### src/verilog/eth_rx_status_defs.svh
// How it works
// - After each receive event, with or without check error, add that packet's descriptor count to the 8-bit buffer counter.
// - Increment at maximum leaves the counter at maximum, never wrapping.
// - Decrement at zero leaves the counter at zero.
// - Coinciding decrement and increment leave the counter unchanged.
// - With flow control on, receive halts at maximum until software decrements.
// - With flow control off, receive DMA keeps running while the counter saturates.
// - Packet-pending flag is high when counter non-zero; interrupt only if enabled.
// - Writing the receive start-address register clears the buffer counter.
// - Turning the module off does not clear the buffer counter.
// - Module busy sets on switch-on, stays until transactions finish after switch-off.
// - Transmit busy reads one while a packet is transmitted.
// - Transmit busy may fall without a transmit-done interrupt.
// - Transmit and receive busy are forced to zero while the module is off.
// - Alignment-error counter counts receive frames with check error and odd bit length.
// - Reading the alignment counter always clears it, whatever the byte enables.
// - Carrier during the first gap interval makes the MAC defer.
// - Carrier after the first gap interval: finish second gap and transmit anyway.
`ifndef ETH_RX_STATUS_DEFS_SVH
`define ETH_RX_STATUS_DEFS_SVH

// ----------------------------------------------------------------------
// Register byte offsets
// ----------------------------------------------------------------------
`define OFF_CONTROL 12'h000
`define OFF_RX_START 12'h004
`define OFF_STATUS 12'h008
`define OFF_ALIGN_ERR 12'h00C
`define OFF_GAP_CFG 12'h010

// ----------------------------------------------------------------------
// Field positions
// ----------------------------------------------------------------------
`define CTL_DEC_BIT 0
`define CTL_FLOW_BIT 1
`define CTL_PEND_IE_BIT 2
`define CTL_ON_BIT 15
`define ST_CNT_LSB 16
`define ST_PEND_BIT 8
`define ST_MOD_BUSY_BIT 7
`define ST_TX_BUSY_BIT 6
`define ST_RX_BUSY_BIT 5
`define GAP1_LSB 8
`define GAP2_LSB 0

// ----------------------------------------------------------------------
// Values
// ----------------------------------------------------------------------
`define CNT_MAX 8'hFF
`define CNT_ZERO 8'h00
`define GAP1_RESET 7'h0C
`define GAP2_RESET 7'h12
`define RESP_OKAY 2'h0
`define RESP_SLVERR 2'h2
`define ZERO32 32'h0000_0000

`endif

### src/verilog/eth_rx_status_pkg.sv
package eth_rx_status_pkg;

  // Transmit deference sequencer states.
  typedef enum logic [2:0] {
    GAP_IDLE = 3'b000,
    GAP_ONE = 3'b001,
    GAP_TWO = 3'b010,
    GAP_DEFER = 3'b011,
    GAP_SEND = 3'b100
  } gap_state_t;

  // Receive event from the MAC: one-cycle strobe with its attributes.
  typedef struct packed {
    logic done;
    logic [7:0] descriptors;
    logic fcs_error;
    logic odd_bits;
  } rx_event_t;

  // Transmit side state reported by the MAC.
  typedef struct packed {
    logic request;
    logic active;
  } tx_side_t;

  // All state of the block.
  typedef struct packed {
    logic on;
    logic flow_en;
    logic pend_ie;
    logic [7:0] count;
    logic [15:0] align_cnt;
    logic [6:0] gap1;
    logic [6:0] gap2;
    gap_state_t gap_st;
    logic [6:0] gap_tmr;
    logic awready;
    logic wready;
    logic bvalid;
    logic [1:0] bresp;
    logic arready;
    logic rvalid;
    logic [31:0] rdata;
    logic [1:0] rresp;
    logic [11:0] awaddr;
    logic aw_held;
    logic [31:0] wdata;
    logic [3:0] wstrb;
    logic w_held;
  } state_t;

endpackage
### src/verilog/eth_rx_status.sv
`timescale 1ns/1ns
`default_nettype none
`include "eth_rx_status_defs.svh"

module eth_rx_status #(
  parameter int CNT_W = 8,
  parameter int ALIGN_W = 16
) (
  input wire logic ref_clk_in,
  input wire logic rst_in,
  input wire logic [11:0] s_axi_awaddr_in,
  input wire logic s_axi_awvalid_in,
  output logic s_axi_awready_out,
  input wire logic [31:0] s_axi_wdata_in,
  input wire logic [3:0] s_axi_wstrb_in,
  input wire logic s_axi_wvalid_in,
  output logic s_axi_wready_out,
  output logic [1:0] s_axi_bresp_out,
  output logic s_axi_bvalid_out,
  input wire logic s_axi_bready_in,
  input wire logic [11:0] s_axi_araddr_in,
  input wire logic s_axi_arvalid_in,
  output logic s_axi_arready_out,
  output logic [31:0] s_axi_rdata_out,
  output logic [1:0] s_axi_rresp_out,
  output logic s_axi_rvalid_out,
  input wire logic s_axi_rready_in,
  input wire eth_rx_status_pkg::rx_event_t rx_event_in,
  input wire logic rx_active_in,
  input wire eth_rx_status_pkg::tx_side_t tx_side_in,
  input wire logic carrier_sense_in,
  input wire logic gap_tick_in,
  output logic rx_halt_out,
  output logic packet_pending_flag_out,
  output logic packet_pending_irq_out,
  output logic module_busy_flag_out,
  output logic transmit_busy_flag_out,
  output logic receive_busy_flag_out,
  output logic tx_defer_out,
  output logic tx_go_out
);
  import eth_rx_status_pkg::*;

  state_t q, d;

  // ----------------------------------------------------------------------
  // Helpers
  // ----------------------------------------------------------------------

  // Saturating add in one step: a wide sum is clamped, so no partial wrap.
  function automatic logic [7:0] sat_add(input logic [7:0] a, input logic [7:0] b);
    logic [8:0] s;
    s = {1'b0, a} + {1'b0, b};
    sat_add = s[8] ? `CNT_MAX : s[7:0];
  endfunction

  // Byte-lane merge used for the control, alignment and gap registers; a receive start-address write does not use it.
  function automatic logic [31:0] merge(input logic [31:0] old, input logic [31:0] nw,
                                        input logic [3:0] strb);
    logic [31:0] r;
    r = old;
    for (int i = 0; i < 4; i++) begin
      if (strb[i]) begin
        r[i*8 +: 8] = nw[i*8 +: 8];
      end
    end
    merge = r;
  endfunction

  logic cnt_full, cnt_nonzero, rx_busy_raw, inc_ok;
  logic [31:0] ctl_word, gap_word, st_word;

  // ----------------------------------------------------------------------
  // Status decode
  // ----------------------------------------------------------------------

  // The halt only holds while flow control is enabled; otherwise DMA runs on.
  assign cnt_full = (q.count == `CNT_MAX);
  assign cnt_nonzero = (q.count != `CNT_ZERO);
  assign rx_halt_out = q.flow_en & cnt_full;
  assign inc_ok = rx_event_in.done & ~rx_halt_out;
  assign rx_busy_raw = rx_active_in | rx_event_in.done;
  assign packet_pending_flag_out = cnt_nonzero;
  assign packet_pending_irq_out = cnt_nonzero & q.pend_ie;
  // Busy sets immediately with on and lingers while traffic drains after off.
  assign module_busy_flag_out = q.on | rx_busy_raw | tx_side_in.active;
  assign transmit_busy_flag_out = q.on & tx_side_in.active;
  assign receive_busy_flag_out = q.on & rx_busy_raw;
  assign tx_defer_out = (q.gap_st == GAP_DEFER);
  assign tx_go_out = (q.gap_st == GAP_SEND);
  assign s_axi_awready_out = q.awready;
  assign s_axi_wready_out = q.wready;
  assign s_axi_bvalid_out = q.bvalid;
  assign s_axi_bresp_out = q.bresp;
  assign s_axi_arready_out = q.arready;
  assign s_axi_rvalid_out = q.rvalid;
  assign s_axi_rdata_out = q.rdata;
  assign s_axi_rresp_out = q.rresp;

  // Readback words of the plain registers.
  always_comb begin
    ctl_word = `ZERO32;
    ctl_word[`CTL_ON_BIT] = q.on;
    ctl_word[`CTL_FLOW_BIT] = q.flow_en;
    ctl_word[`CTL_PEND_IE_BIT] = q.pend_ie;
    gap_word = `ZERO32;
    gap_word[`GAP1_LSB +: 7] = q.gap1;
    gap_word[`GAP2_LSB +: 7] = q.gap2;
    st_word = `ZERO32;
    st_word[`ST_CNT_LSB +: 8] = q.count;
    st_word[`ST_PEND_BIT] = cnt_nonzero;
    st_word[`ST_MOD_BUSY_BIT] = module_busy_flag_out;
    st_word[`ST_TX_BUSY_BIT] = transmit_busy_flag_out;
    st_word[`ST_RX_BUSY_BIT] = receive_busy_flag_out;
  end

  // ----------------------------------------------------------------------
  // Next-state logic
  // ----------------------------------------------------------------------

  // Bus handshakes, counters and the gap sequencer all update here.
  always_comb begin
    logic wr_go, rd_go, dec, inc, align_clr, align_inc;
    logic [31:0] m;
    d = q;
    dec = 1'b0;
    align_clr = 1'b0;
    inc = 1'b0;
    align_inc = 1'b0;
    wr_go = q.aw_held & q.w_held & ~q.bvalid;
    rd_go = s_axi_arvalid_in & q.arready;
    m = merge(ctl_word, q.wdata, q.wstrb);

    // Address and data are latched independently, in either order.
    d.awready = ~q.aw_held & ~s_axi_awvalid_in ? 1'b1 : 1'b0;
    if (s_axi_awvalid_in & q.awready) begin
      d.awaddr = s_axi_awaddr_in;
      d.aw_held = 1'b1;
      d.awready = 1'b0;
    end else if (~q.aw_held) begin
      d.awready = 1'b1;
    end
    if (s_axi_wvalid_in & q.wready) begin
      d.wdata = s_axi_wdata_in;
      d.wstrb = s_axi_wstrb_in;
      d.w_held = 1'b1;
      d.wready = 1'b0;
    end else begin
      d.wready = ~q.w_held;
    end

    // Register write effects.
    if (wr_go) begin
      d.aw_held = 1'b0;
      d.w_held = 1'b0;
      d.bvalid = 1'b1;
      d.bresp = `RESP_OKAY;
      unique case (q.awaddr)
        `OFF_CONTROL: begin
          d.on = m[`CTL_ON_BIT];
          d.flow_en = m[`CTL_FLOW_BIT];
          d.pend_ie = m[`CTL_PEND_IE_BIT];
          dec = q.wstrb[0] & q.wdata[`CTL_DEC_BIT];
        end
        `OFF_RX_START: d.count = `CNT_ZERO;
        `OFF_STATUS: ;
        `OFF_ALIGN_ERR: begin
          m = merge({16'h0000, q.align_cnt}, q.wdata, q.wstrb);
          d.align_cnt = m[15:0];
        end
        `OFF_GAP_CFG: begin
          m = merge(gap_word, q.wdata, q.wstrb);
          d.gap1 = m[`GAP1_LSB +: 7];
          d.gap2 = m[`GAP2_LSB +: 7];
        end
        default: d.bresp = `RESP_SLVERR;
      endcase
    end
    if (q.bvalid & s_axi_bready_in) begin
      d.bvalid = 1'b0;
    end

    // Reads answer one cycle after the address is taken.
    d.arready = ~q.rvalid & ~rd_go;
    if (rd_go) begin
      d.rvalid = 1'b1;
      d.rresp = `RESP_OKAY;
      unique case (s_axi_araddr_in)
        `OFF_CONTROL: d.rdata = ctl_word;
        `OFF_RX_START: d.rdata = `ZERO32;
        `OFF_STATUS: d.rdata = st_word;
        `OFF_ALIGN_ERR: begin
          d.rdata = {16'h0000, q.align_cnt};
          align_clr = 1'b1;
        end
        `OFF_GAP_CFG: d.rdata = gap_word;
        default: begin
          d.rdata = `ZERO32;
          d.rresp = `RESP_SLVERR;
        end
      endcase
    end
    if (q.rvalid & s_axi_rready_in) begin
      d.rvalid = 1'b0;
    end

    // Buffer counter; turning off never clears it.
    inc = inc_ok & (rx_event_in.descriptors != `CNT_ZERO);
    if (wr_go & (q.awaddr == `OFF_RX_START)) begin
      d.count = `CNT_ZERO;
    end else if (inc & dec) begin
      d.count = q.count;
    end else if (inc) begin
      d.count = sat_add(q.count, rx_event_in.descriptors);
    end else if (dec & cnt_nonzero) begin
      d.count = q.count - 8'h01;
    end

    // Alignment errors: an event arriving with a clearing read is kept.
    align_inc = rx_event_in.done & rx_event_in.fcs_error & rx_event_in.odd_bits;
    if (align_clr) begin
      d.align_cnt = align_inc ? 16'h0001 : 16'h0000;
    end else if (align_inc) begin
      // Builds on any value written this cycle, so a debug write and an event both count.
      d.align_cnt = d.align_cnt + 16'h0001;
    end

    // Non-back-to-back gap timing and carrier deference.
    unique case (q.gap_st)
      GAP_IDLE: begin
        if (q.on & tx_side_in.request) begin
          d.gap_st = GAP_ONE;
          d.gap_tmr = 7'h00;
        end
      end
      GAP_ONE: begin
        if (carrier_sense_in) begin
          d.gap_st = GAP_DEFER;
        end else if (q.gap_tmr >= q.gap1) begin
          d.gap_st = GAP_TWO;
        end else if (gap_tick_in) begin
          d.gap_tmr = q.gap_tmr + 7'h01;
        end
      end
      GAP_TWO: begin
        // Carrier is ignored here to keep access to the medium fair.
        if (q.gap_tmr >= q.gap2) begin
          d.gap_st = GAP_SEND;
        end else if (gap_tick_in) begin
          d.gap_tmr = q.gap_tmr + 7'h01;
        end
      end
      GAP_DEFER: begin
        if (~carrier_sense_in) begin
          d.gap_st = GAP_ONE;
          d.gap_tmr = 7'h00;
        end
      end
      GAP_SEND: d.gap_st = GAP_IDLE;
      default: d.gap_st = GAP_IDLE;
    endcase
    if (~q.on & (q.gap_st != GAP_SEND)) begin
      d.gap_st = GAP_IDLE;
    end
  end

  // ----------------------------------------------------------------------
  // State register
  // ----------------------------------------------------------------------

  // Synchronous reset puts every field at a constant.
  always_ff @(posedge ref_clk_in) begin
    if (rst_in) begin
      q <= '0;
      q.gap1 <= `GAP1_RESET;
      q.gap2 <= `GAP2_RESET;
      q.gap_st <= GAP_IDLE;
    end else begin
      q <= d;
    end
  end

endmodule
`default_nettype wire

### config.mk
export PLATFORM = sky130hd
export DESIGN_NAME = eth_rx_status
export DESIGN_NICKNAME = d
export VERILOG_FILES = /design/src/verilog/eth_rx_status_pkg.sv /design/src/verilog/eth_rx_status.sv
export VERILOG_INCLUDE_DIRS = /design/src /design/src/verilog
export SDC_FILE = /design/constraint.sdc
export NUM_CORES = 1
export LEC_CHECK = 0
export BUFFER_PORTS_ARGS = -buffer_cell sky130_fd_sc_hd__buf_2
export CORE_ASPECT_RATIO = 2
export CORE_UTILIZATION = 36
export CTS_CLUSTER_SIZE = 20
export DETAILED_ROUTE_END_ITERATION = 10
export PLACE_DENSITY_LB_ADDON = 0.25
export SLEW_MARGIN = 20
export SYNTH_ARGS = -nofsm -noshare
export SYNTH_HDL_FRONTEND = slang
export SYNTH_SLANG_ARGS = --single-unit
### constraint.sdc
create_clock -name ref_clk_in -period 4.3 [get_ports ref_clk_in]
set_clock_uncertainty 0.15 [all_clocks]
set_input_delay 0.43 -clock ref_clk_in [delete_from_list [all_inputs] [get_ports ref_clk_in]]
set_output_delay 0.43 -clock ref_clk_in [all_outputs]
set_load 0.02 [all_outputs]
==> results of run 1 <==
## how the worst max path moves through the flow
stage | slack [ns] | to | from
finish | 0.99 | q[129] | q[41]
global route | 0.84 | q[125] | q[41]
CTS | 1.01 | q[127] | q[44]
detailed placement | 1.05 | q[127] | q[44]
global placement | 1.09 | q[127] | q[44]
floorplan | 1.31 | q[127] | q[44]
## cell families (layout without fill, tap and decap cells)
group	count (synthesis)	in the layout
xor+xnor	22	22
other cells	1	10
mux	35	35
buf+inv	98	170
fa+ha+maj	27	27
compound gates	165	165
simple gates	333	333
flops	114	114
## placed cells by master, fill, tap and decap left out, types with 10 or more instances in the layout
cell type	Yosys	layout
sky130_fd_sc_hd__mux2i_1	27	27
sky130_fd_sc_hd__dfxtp_1	114	114
sky130_fd_sc_hd__a21oi_1	69	69
sky130_fd_sc_hd__o21ai_0	27	27
sky130_fd_sc_hd__inv_1	29	29
sky130_fd_sc_hd__ha_1	26	26
sky130_fd_sc_hd__nand3_1	23	23
sky130_fd_sc_hd__xor2_1	13	13
sky130_fd_sc_hd__a211oi_1	15	15
sky130_fd_sc_hd__nand4_1	17	17
sky130_fd_sc_hd__clkbuf_16	0	17
sky130_fd_sc_hd__nor2_1	99	99
sky130_fd_sc_hd__buf_2	6	103
sky130_fd_sc_hd__and3_1	12	12
sky130_fd_sc_hd__a22oi_1	22	22
sky130_fd_sc_hd__nor3_1	14	14
sky130_fd_sc_hd__conb_1	1	10
sky130_fd_sc_hd__and2_1	11	11
sky130_fd_sc_hd__nand2_1	103	103
## cell type report
cell class | count | area (um^2) | area share (%)
clock buffer | 19 | 452.9 | 6.101
tap | 210 | 262.8 | 3.540
clock inverter | 13 | 175.2 | 2.360
inverter | 29 | 108.9 | 1.466
timing repair buffer | 109 | 560.5 | 7.551
multi-input combinational | 592 | 3581 | 48.24
sequential | 114 | 2282 | 30.74
## state kept, by name (all words and copies together) (netlist names)
register and count:
q 66, ctl_word 3, s_axi_awready_out 1, s_axi_rresp_out 1
s_axi_bvalid_out 1, gap_word 14, s_axi_rdata_out 24, s_axi_wready_out 1
s_axi_bresp_out 1, s_axi_rvalid_out 1, s_axi_arready_out 1
## metrics by stage
step           area [um^2]  instances  hold slack, ns
2_1_floorplan         6374        804          0.2823
3_3_place_gp          6795       1054          0.2885
3_5_place_dp          6795       1054          0.2975
4_1_cts               7423       1086         0.08807
5_1_grt               7423       1086         0.08442
6_report              7423       1086         0.09564
## where the power goes
group          total (mW)  internal (mW)  switching, mW
registers            1.13           1.09         0.0442
clock network        1.50          0.953          0.544
logic               0.280          0.108          0.172
## routing by layer
layer / global-route usage, % / share of wire (%) / vias to the layer above
met3: 3.677 / 4.1 / 36
met4: 10.91 / 3.6 / 0
li1: - / - / 2885
met5: 0 / 0 / -
met2: 36.46 / 54 / 180
met1: 20.97 / 38 / 2679
## tightest hold or removal path: cells and delay by family
family,cells,cell delay [ns]
AND/OR/NAND/NOR,1,0.04
buffers and inverters,1,0.09
AO/OA/AOI/OAI,1,0.05
==> impl_metrics.toml, run 1 <==
[cts]
tritoncts = "yes"
clock_sink_count = 114
worst_skew_pair.late_latency_ns = 0.42
clk_path_buf_depth = 2
cts.clk_slew.worst_paths_ns = 0.06
cts_root_buffer = "sky130_fd_sc_hd__clkbuf_16"
ctsHtreeMaxLevel = 4
cts_post_setup_buffers_inserted = 0
hold_buffers = 0
number_of_buffers_added_by_the_clock_tree_synthesis_step = 17
post_cts_resize_count = 0

[critical_path]
crit_path_start_kind = "flop"
critical-path-top-delay-family = "simple AND/OR/NAND/NOR gates"
critical_path.endpoint_type = "flop"
critPathMaxStageDelay_ns = 0.55
crit_chain = "or4bb_1 > nor4_4 > buf_4 > and2_1 > nand2_1 > nand2_1 > ha_1 > nand4_1 > mux2_2 > a211oi_2 > xor2_1 > nor2_1"
critical_path_cell_count = 12
worst-r2r-cell-count = 12
worst_r2r_endpoint = "q[129]"
crit_path_top_cell_by_count = "sky130_fd_sc_hd__nand2_1"
crit_type = "flop to flop"
required_ns = 4.42
critical-path-slowest-cell = "sky130_fd_sc_hd__or4bb_1"
timing.reg2reg.setup_slack_ns = 0.99
critPathMaxFanout = 9
crit-reg2reg-launch = "q[41]"
path_buf_inv = 1
cp.arrival_ns = 3.43

[run_status]
status = "finished clean"

[placed_design]
detailedPlacementHpwl_um = 13200
io_buffers = 103
routabilityCongestion = 0.8657
preCtsSetupSlack_ns = 1.046

[min_path]
hold_path.startpoint = "s_axi_awaddr_in[5]"
whs_endpoint = "q[43]"
holdCritPathClass = "input port to flop"
holdPathStages = 3

[timing]
tightest_slew_ns = 1.023
setup_repair_after_global_routing_missed_its_margin = "false"
fin_crit_ns = 3.307
finalMaxSlewViolations = 0
slew_headroom_pct = 31.36
totalNegativeSetupSlack_ns = 0
max_freq_ghz = 0.3024
final-hold-violation-count = 0
finalWorstSetupSlack_ns = 0.9935
setup_viol_count_final = 0
period_share_pct = 76.90

[yosys]
synth.largest_area_cell = "sky130_fd_sc_hd__dfxtp_1"
synth_edf_count = 0
synth_top_family_by_area = "simple AND/OR/NAND/NOR gates"
synthMostInstantiatedCell = "sky130_fd_sc_hd__dfxtp_1"
syn-mean-instance-area_um2 = 7.975
synth_largest_type_area_fraction_pct = 36.00
fraction_of_synthesis_flops_using_an_asynchronous_set_or_reset_pin_pct = 0
synth_warn = 0
synth_xor_area_share_pct = 3.039
yosys.area_share.adder_pct = 5.447
ys_top_cells_by_count = "114 x sky130_fd_sc_hd__dfxtp_1, 103 x sky130_fd_sc_hd__nand2_1, 99 x sky130_fd_sc_hd__nor2_1"
synth_mux_area_share_pct = 5.684
synthCells = 795
seq_area_frac_synth_pct = 36.00
netlist-cell-type-count = 60
primary_flip_flop_cell_chosen_by_synthesis_mapping = "sky130_fd_sc_hd__dfxtp_1"
synth-seq-cells = 114
synth_simple_gate_area_share_pct = 25.38
cell_area_after_synthesis_mm2 = 0.006340
synth_compound_gate_area_share_pct = 16.34
synthTopCellsByArea = "sky130_fd_sc_hd__dfxtp_1 36%, sky130_fd_sc_hd__nand2_1 6.1%, sky130_fd_sc_hd__nor2_1 5.9%"

[layout]
n_fill_cell = 1812
final_util_pct = 42.98
nNetsFinal = 973
num_antenna_cells = 0
syn_to_final_growth_pct = 17.09
final_layout_size_suffix_gt1_share_pct = 19.18

[global_route]
grt_overflow_total = 0
grt_pass1_wl_um = 27870
gr-usage-all-layers_pct = 20.03
grt_max_degree = 80
grt_antenna_before_repair = 0
first_global_vias = 5705

[floorplan]
die_w_um = 95.84
design.die.area_mm2 = 0.01818
fp.dieH_um = 189.7
rows = 68
initial_utilization_pct = 36.71
design.portCount = 132
design.core.area_mm2 = 0.01727

[power_and_ir_drop]
max-vdd-ir-drop_uv = 220.9
power.leakage_nw = 3.159
finalPower_mw = 2.908
powerDensity_mw_per_mm2 = 391.7

[flow_run]
timing.max_cap.violations = 0

[routing]
routed_wire_length_per_instance_um = 15.91
total_wirelength_um = 17280
drt-vias-per-instance = 5.322
detailed_routing_iteration_count_for_the_pre_antenna_repair_pass = 4
antenna_left = 0
via_count = 5780
drt_first_iter_violations = 255
detail_route.drc_violations = 0
Power figures use the tool's default switching activity.
==> run 2: changes to the inputs <==
clock period = 2.9 ns   (was 4.3 ns; I/O delays follow)
==> impl_metrics.toml, run 2 (same netlist as run 1, synthesis figures left out) <==
[run_status]
status = "finished clean"

[cts]
clk_path_buf_depth = 2
ctsHtreeMaxLevel = 4
clock_sink_count = 114
number_of_buffers_added_by_the_clock_tree_synthesis_step = 17
cts.clk_slew.worst_paths_ns = 0.05
cts_root_buffer = "sky130_fd_sc_hd__clkbuf_16"
worst_skew_pair.late_latency_ns = 0.41
tritoncts = "yes"

[min_path]
hold_path.startpoint = "carrier_sense_in"
holdCritPathClass = "input port to flop"

[timing]
final-hold-violation-count = 0
slew_headroom_pct = 56.70
fin_crit_ns = 2.836
finalWorstSetupSlack_ns = 0.06435
max_freq_ghz = 0.3527
setup_repair_after_global_routing_missed_its_margin = "true"
period_share_pct = 97.78
setup_viol_count_final = 0
tightest_slew_ns = 0.6492
finalMaxSlewViolations = 0

[layout]
final_area_mm2 = 0.007999
num_antenna_cells = 0
n_fill_cell = 1773
layout.cells.most_common_list = "113 x sky130_fd_sc_hd__dfxtp_1, 103 x sky130_fd_sc_hd__buf_2, 101 x sky130_fd_sc_hd__nand2_1, 99 x sky130_fd_sc_hd__nor2_1, 69 x sky130_fd_sc_hd__a21oi_1"
largest_reg_flops = 66
register_with_the_highest_flop_count = "q"
final_layout_size_suffix_gt1_share_pct = 20.84
area_of_the_multi_input_gates_mm2 = 0.003608
nNetsFinal = 1029
sequential_cell_area_mm2 = 0.002283
syn_to_final_growth_pct = 26.17
finish.cell_count_without_fillers = 1141
mostFrequentLayoutCell = "sky130_fd_sc_hd__dfxtp_1"

[floorplan]
design.core.area_mm2 = 0.01727
design.die.area_mm2 = 0.01818
initial_utilization_pct = 36.71
design.portCount = 132
rows = 68
fp.dieH_um = 189.7
die_w_um = 95.84

[critical_path]
critical_path.endpoint_type = "flop"
critical_path_cell_count = 11
crit-reg2reg-launch = "q[39]"
crit_type = "flop to flop"
critical-path-top-delay-family = "simple AND/OR/NAND/NOR gates"
endpoint = "q[127]"
crit_path_start_kind = "flop"
crit_path_top_cell_by_count = "sky130_fd_sc_hd__nand2_2"
crit_chain = "or4_4 > nor4_4 > and2_4 > nand2_2 > nand2_2 > ha_4 > nand4_1 > mux2_4 > a211oi_2 > xor2_1 > nor2_1"
timing.reg2reg.setup_slack_ns = 0.06
critPathMaxFanout = 5
timing.critical_path.from = "q[39]"
required_ns = 3.05
critical-path-slowest-cell = "sky130_fd_sc_hd__or4_4"
worst-r2r-cell-count = 11
path_buf_inv = 0
cp.arrival_ns = 2.99
critPathMaxStageDelay_ns = 0.56
worst_r2r_endpoint = "q[127]"

[global_route]
first_global_vias = 5989
grt_overflow_total = 0
grt_pass1_wl_um = 29260
gr-usage-all-layers_pct = 21.07
grt_max_degree = 80
grt_antenna_before_repair = 0

[power_and_ir_drop]
pwr-share-seq_pct = 37.0
power.share.combinational_pct = 10.8
max-vdd-ir-drop_uv = 310.1
p_clk_share_pct = 52.2
power.leakage_nw = 3.441
p_sw_mw = 1.075
p_int_mw = 3.432
net_switching_fraction_of_the_power_pct = 23.85
powerDensity_mw_per_mm2 = 563.4

[placed_design]
preCtsSetupSlack_ns = 0.007833
place_area_mm2 = 0.006987
routabilityCongestion = 0.8676
detailedPlacementHpwl_um = 13850
io_buffers = 103
post-place-cells = 1077

[routing]
wl_met1_um = 6898
drt-vias-per-instance = 5.246
detailroute.wirelength.met2_um = 9949
via_count = 5986
highest_layer = "met4"
routed_wire_length_per_instance_um = 15.80
detailed_routing_iteration_count_for_the_pre_antenna_repair_pass = 4
route.met3.wl_um = 579
drt_first_iter_violations = 226
antenna_left = 0
detail_route.drc_violations = 0
total_wirelength_um = 18030

[flow_run]
timing.max_cap.violations = 0
==> run 2: cell types whose count changed in the layout (fill, tap and decap cells not counted), moves of 3 or more <==
cell / change
sky130_fd_sc_hd__dlygate4sd3_1: +32
sky130_fd_sc_hd__buf_4: +23
sky130_fd_sc_hd__inv_6: -4
sky130_fd_sc_hd__clkinv_4: -3
==> run 2: timing repair <==
action                                  4_1_cts  5_1_grt
pin swaps                                     1        1
hold buffers                                 31        1
gates resized for setup                       1        5
buffers inserted                              0        1
endpoints found under the setup margin        1        4
endpoints found under the hold margin        31        1
==> run 2: power groups by stage <==
stage	Combinational (mW)	Sequential [mW]	Clock, mW
floorplan	0.301	1.69	0
global route	0.541	1.67	2.47
CTS	0.486	1.67	2.38
detailed placement	0.451	1.70	0
global placement	0.449	1.70	0
finish	0.485	1.67	2.35
==> run 2: metal layers <==
| layer | vias up | track usage, % |
|---|---|---|
| met5 | - | 0 |
| met3 | 40 | 3.517 |
| li1 | 2991 | - |
| met4 | 0 | 9.472 |
| met2 | 141 | 39.84 |
| met1 | 2814 | 21.79 |
==> run 2: stage by stage <==
stage               total power [mW]  TNS (ns)  hold WS [ns]  utilization (%)
floorplan                      1.988   -0.1045        0.2760                -
global placement               2.148         0        0.2924            40.45
detailed placement             2.151         0        0.2960            40.45
CTS                            4.536         0    0.00002648            46.14
global route                   4.685   -0.1749       0.01415            46.31
finish                         4.507         0       0.02196            46.31
==> run 2: layout make-up <==
type	count	area share, %
clock buffer	23	6.100
multi-input combinational	592	45.11
sequential	114	28.55
timing repair buffer	165	13.42
tap	210	3.285
inverter	29	1.361
clock inverter	8	2.174
==> run 2: worst register-to-register path: cells and delay by family (launching register included) <==
family | cells | cell delay, ns
compound gates | 1 | 0.18
mux | 1 | 0.33
xor+xnor | 1 | 0.17
simple gates | 7 | 1.40
fa+ha+maj | 1 | 0.17
flops | 1 | 0.31
==> run 2: how the worst min path moves through the flow <==
stage	end	slack, ns	depth (start not counted)
after floorplan	q[12]	0.28	2
after global placement	s_axi_rdata_out[7]	0.29	2
after detailed placement	s_axi_rdata_out[7]	0.30	2
after CTS	q[41]	0.00003	3
after global routing	q[98]	0.01	3
final	q[98]	0.02	3
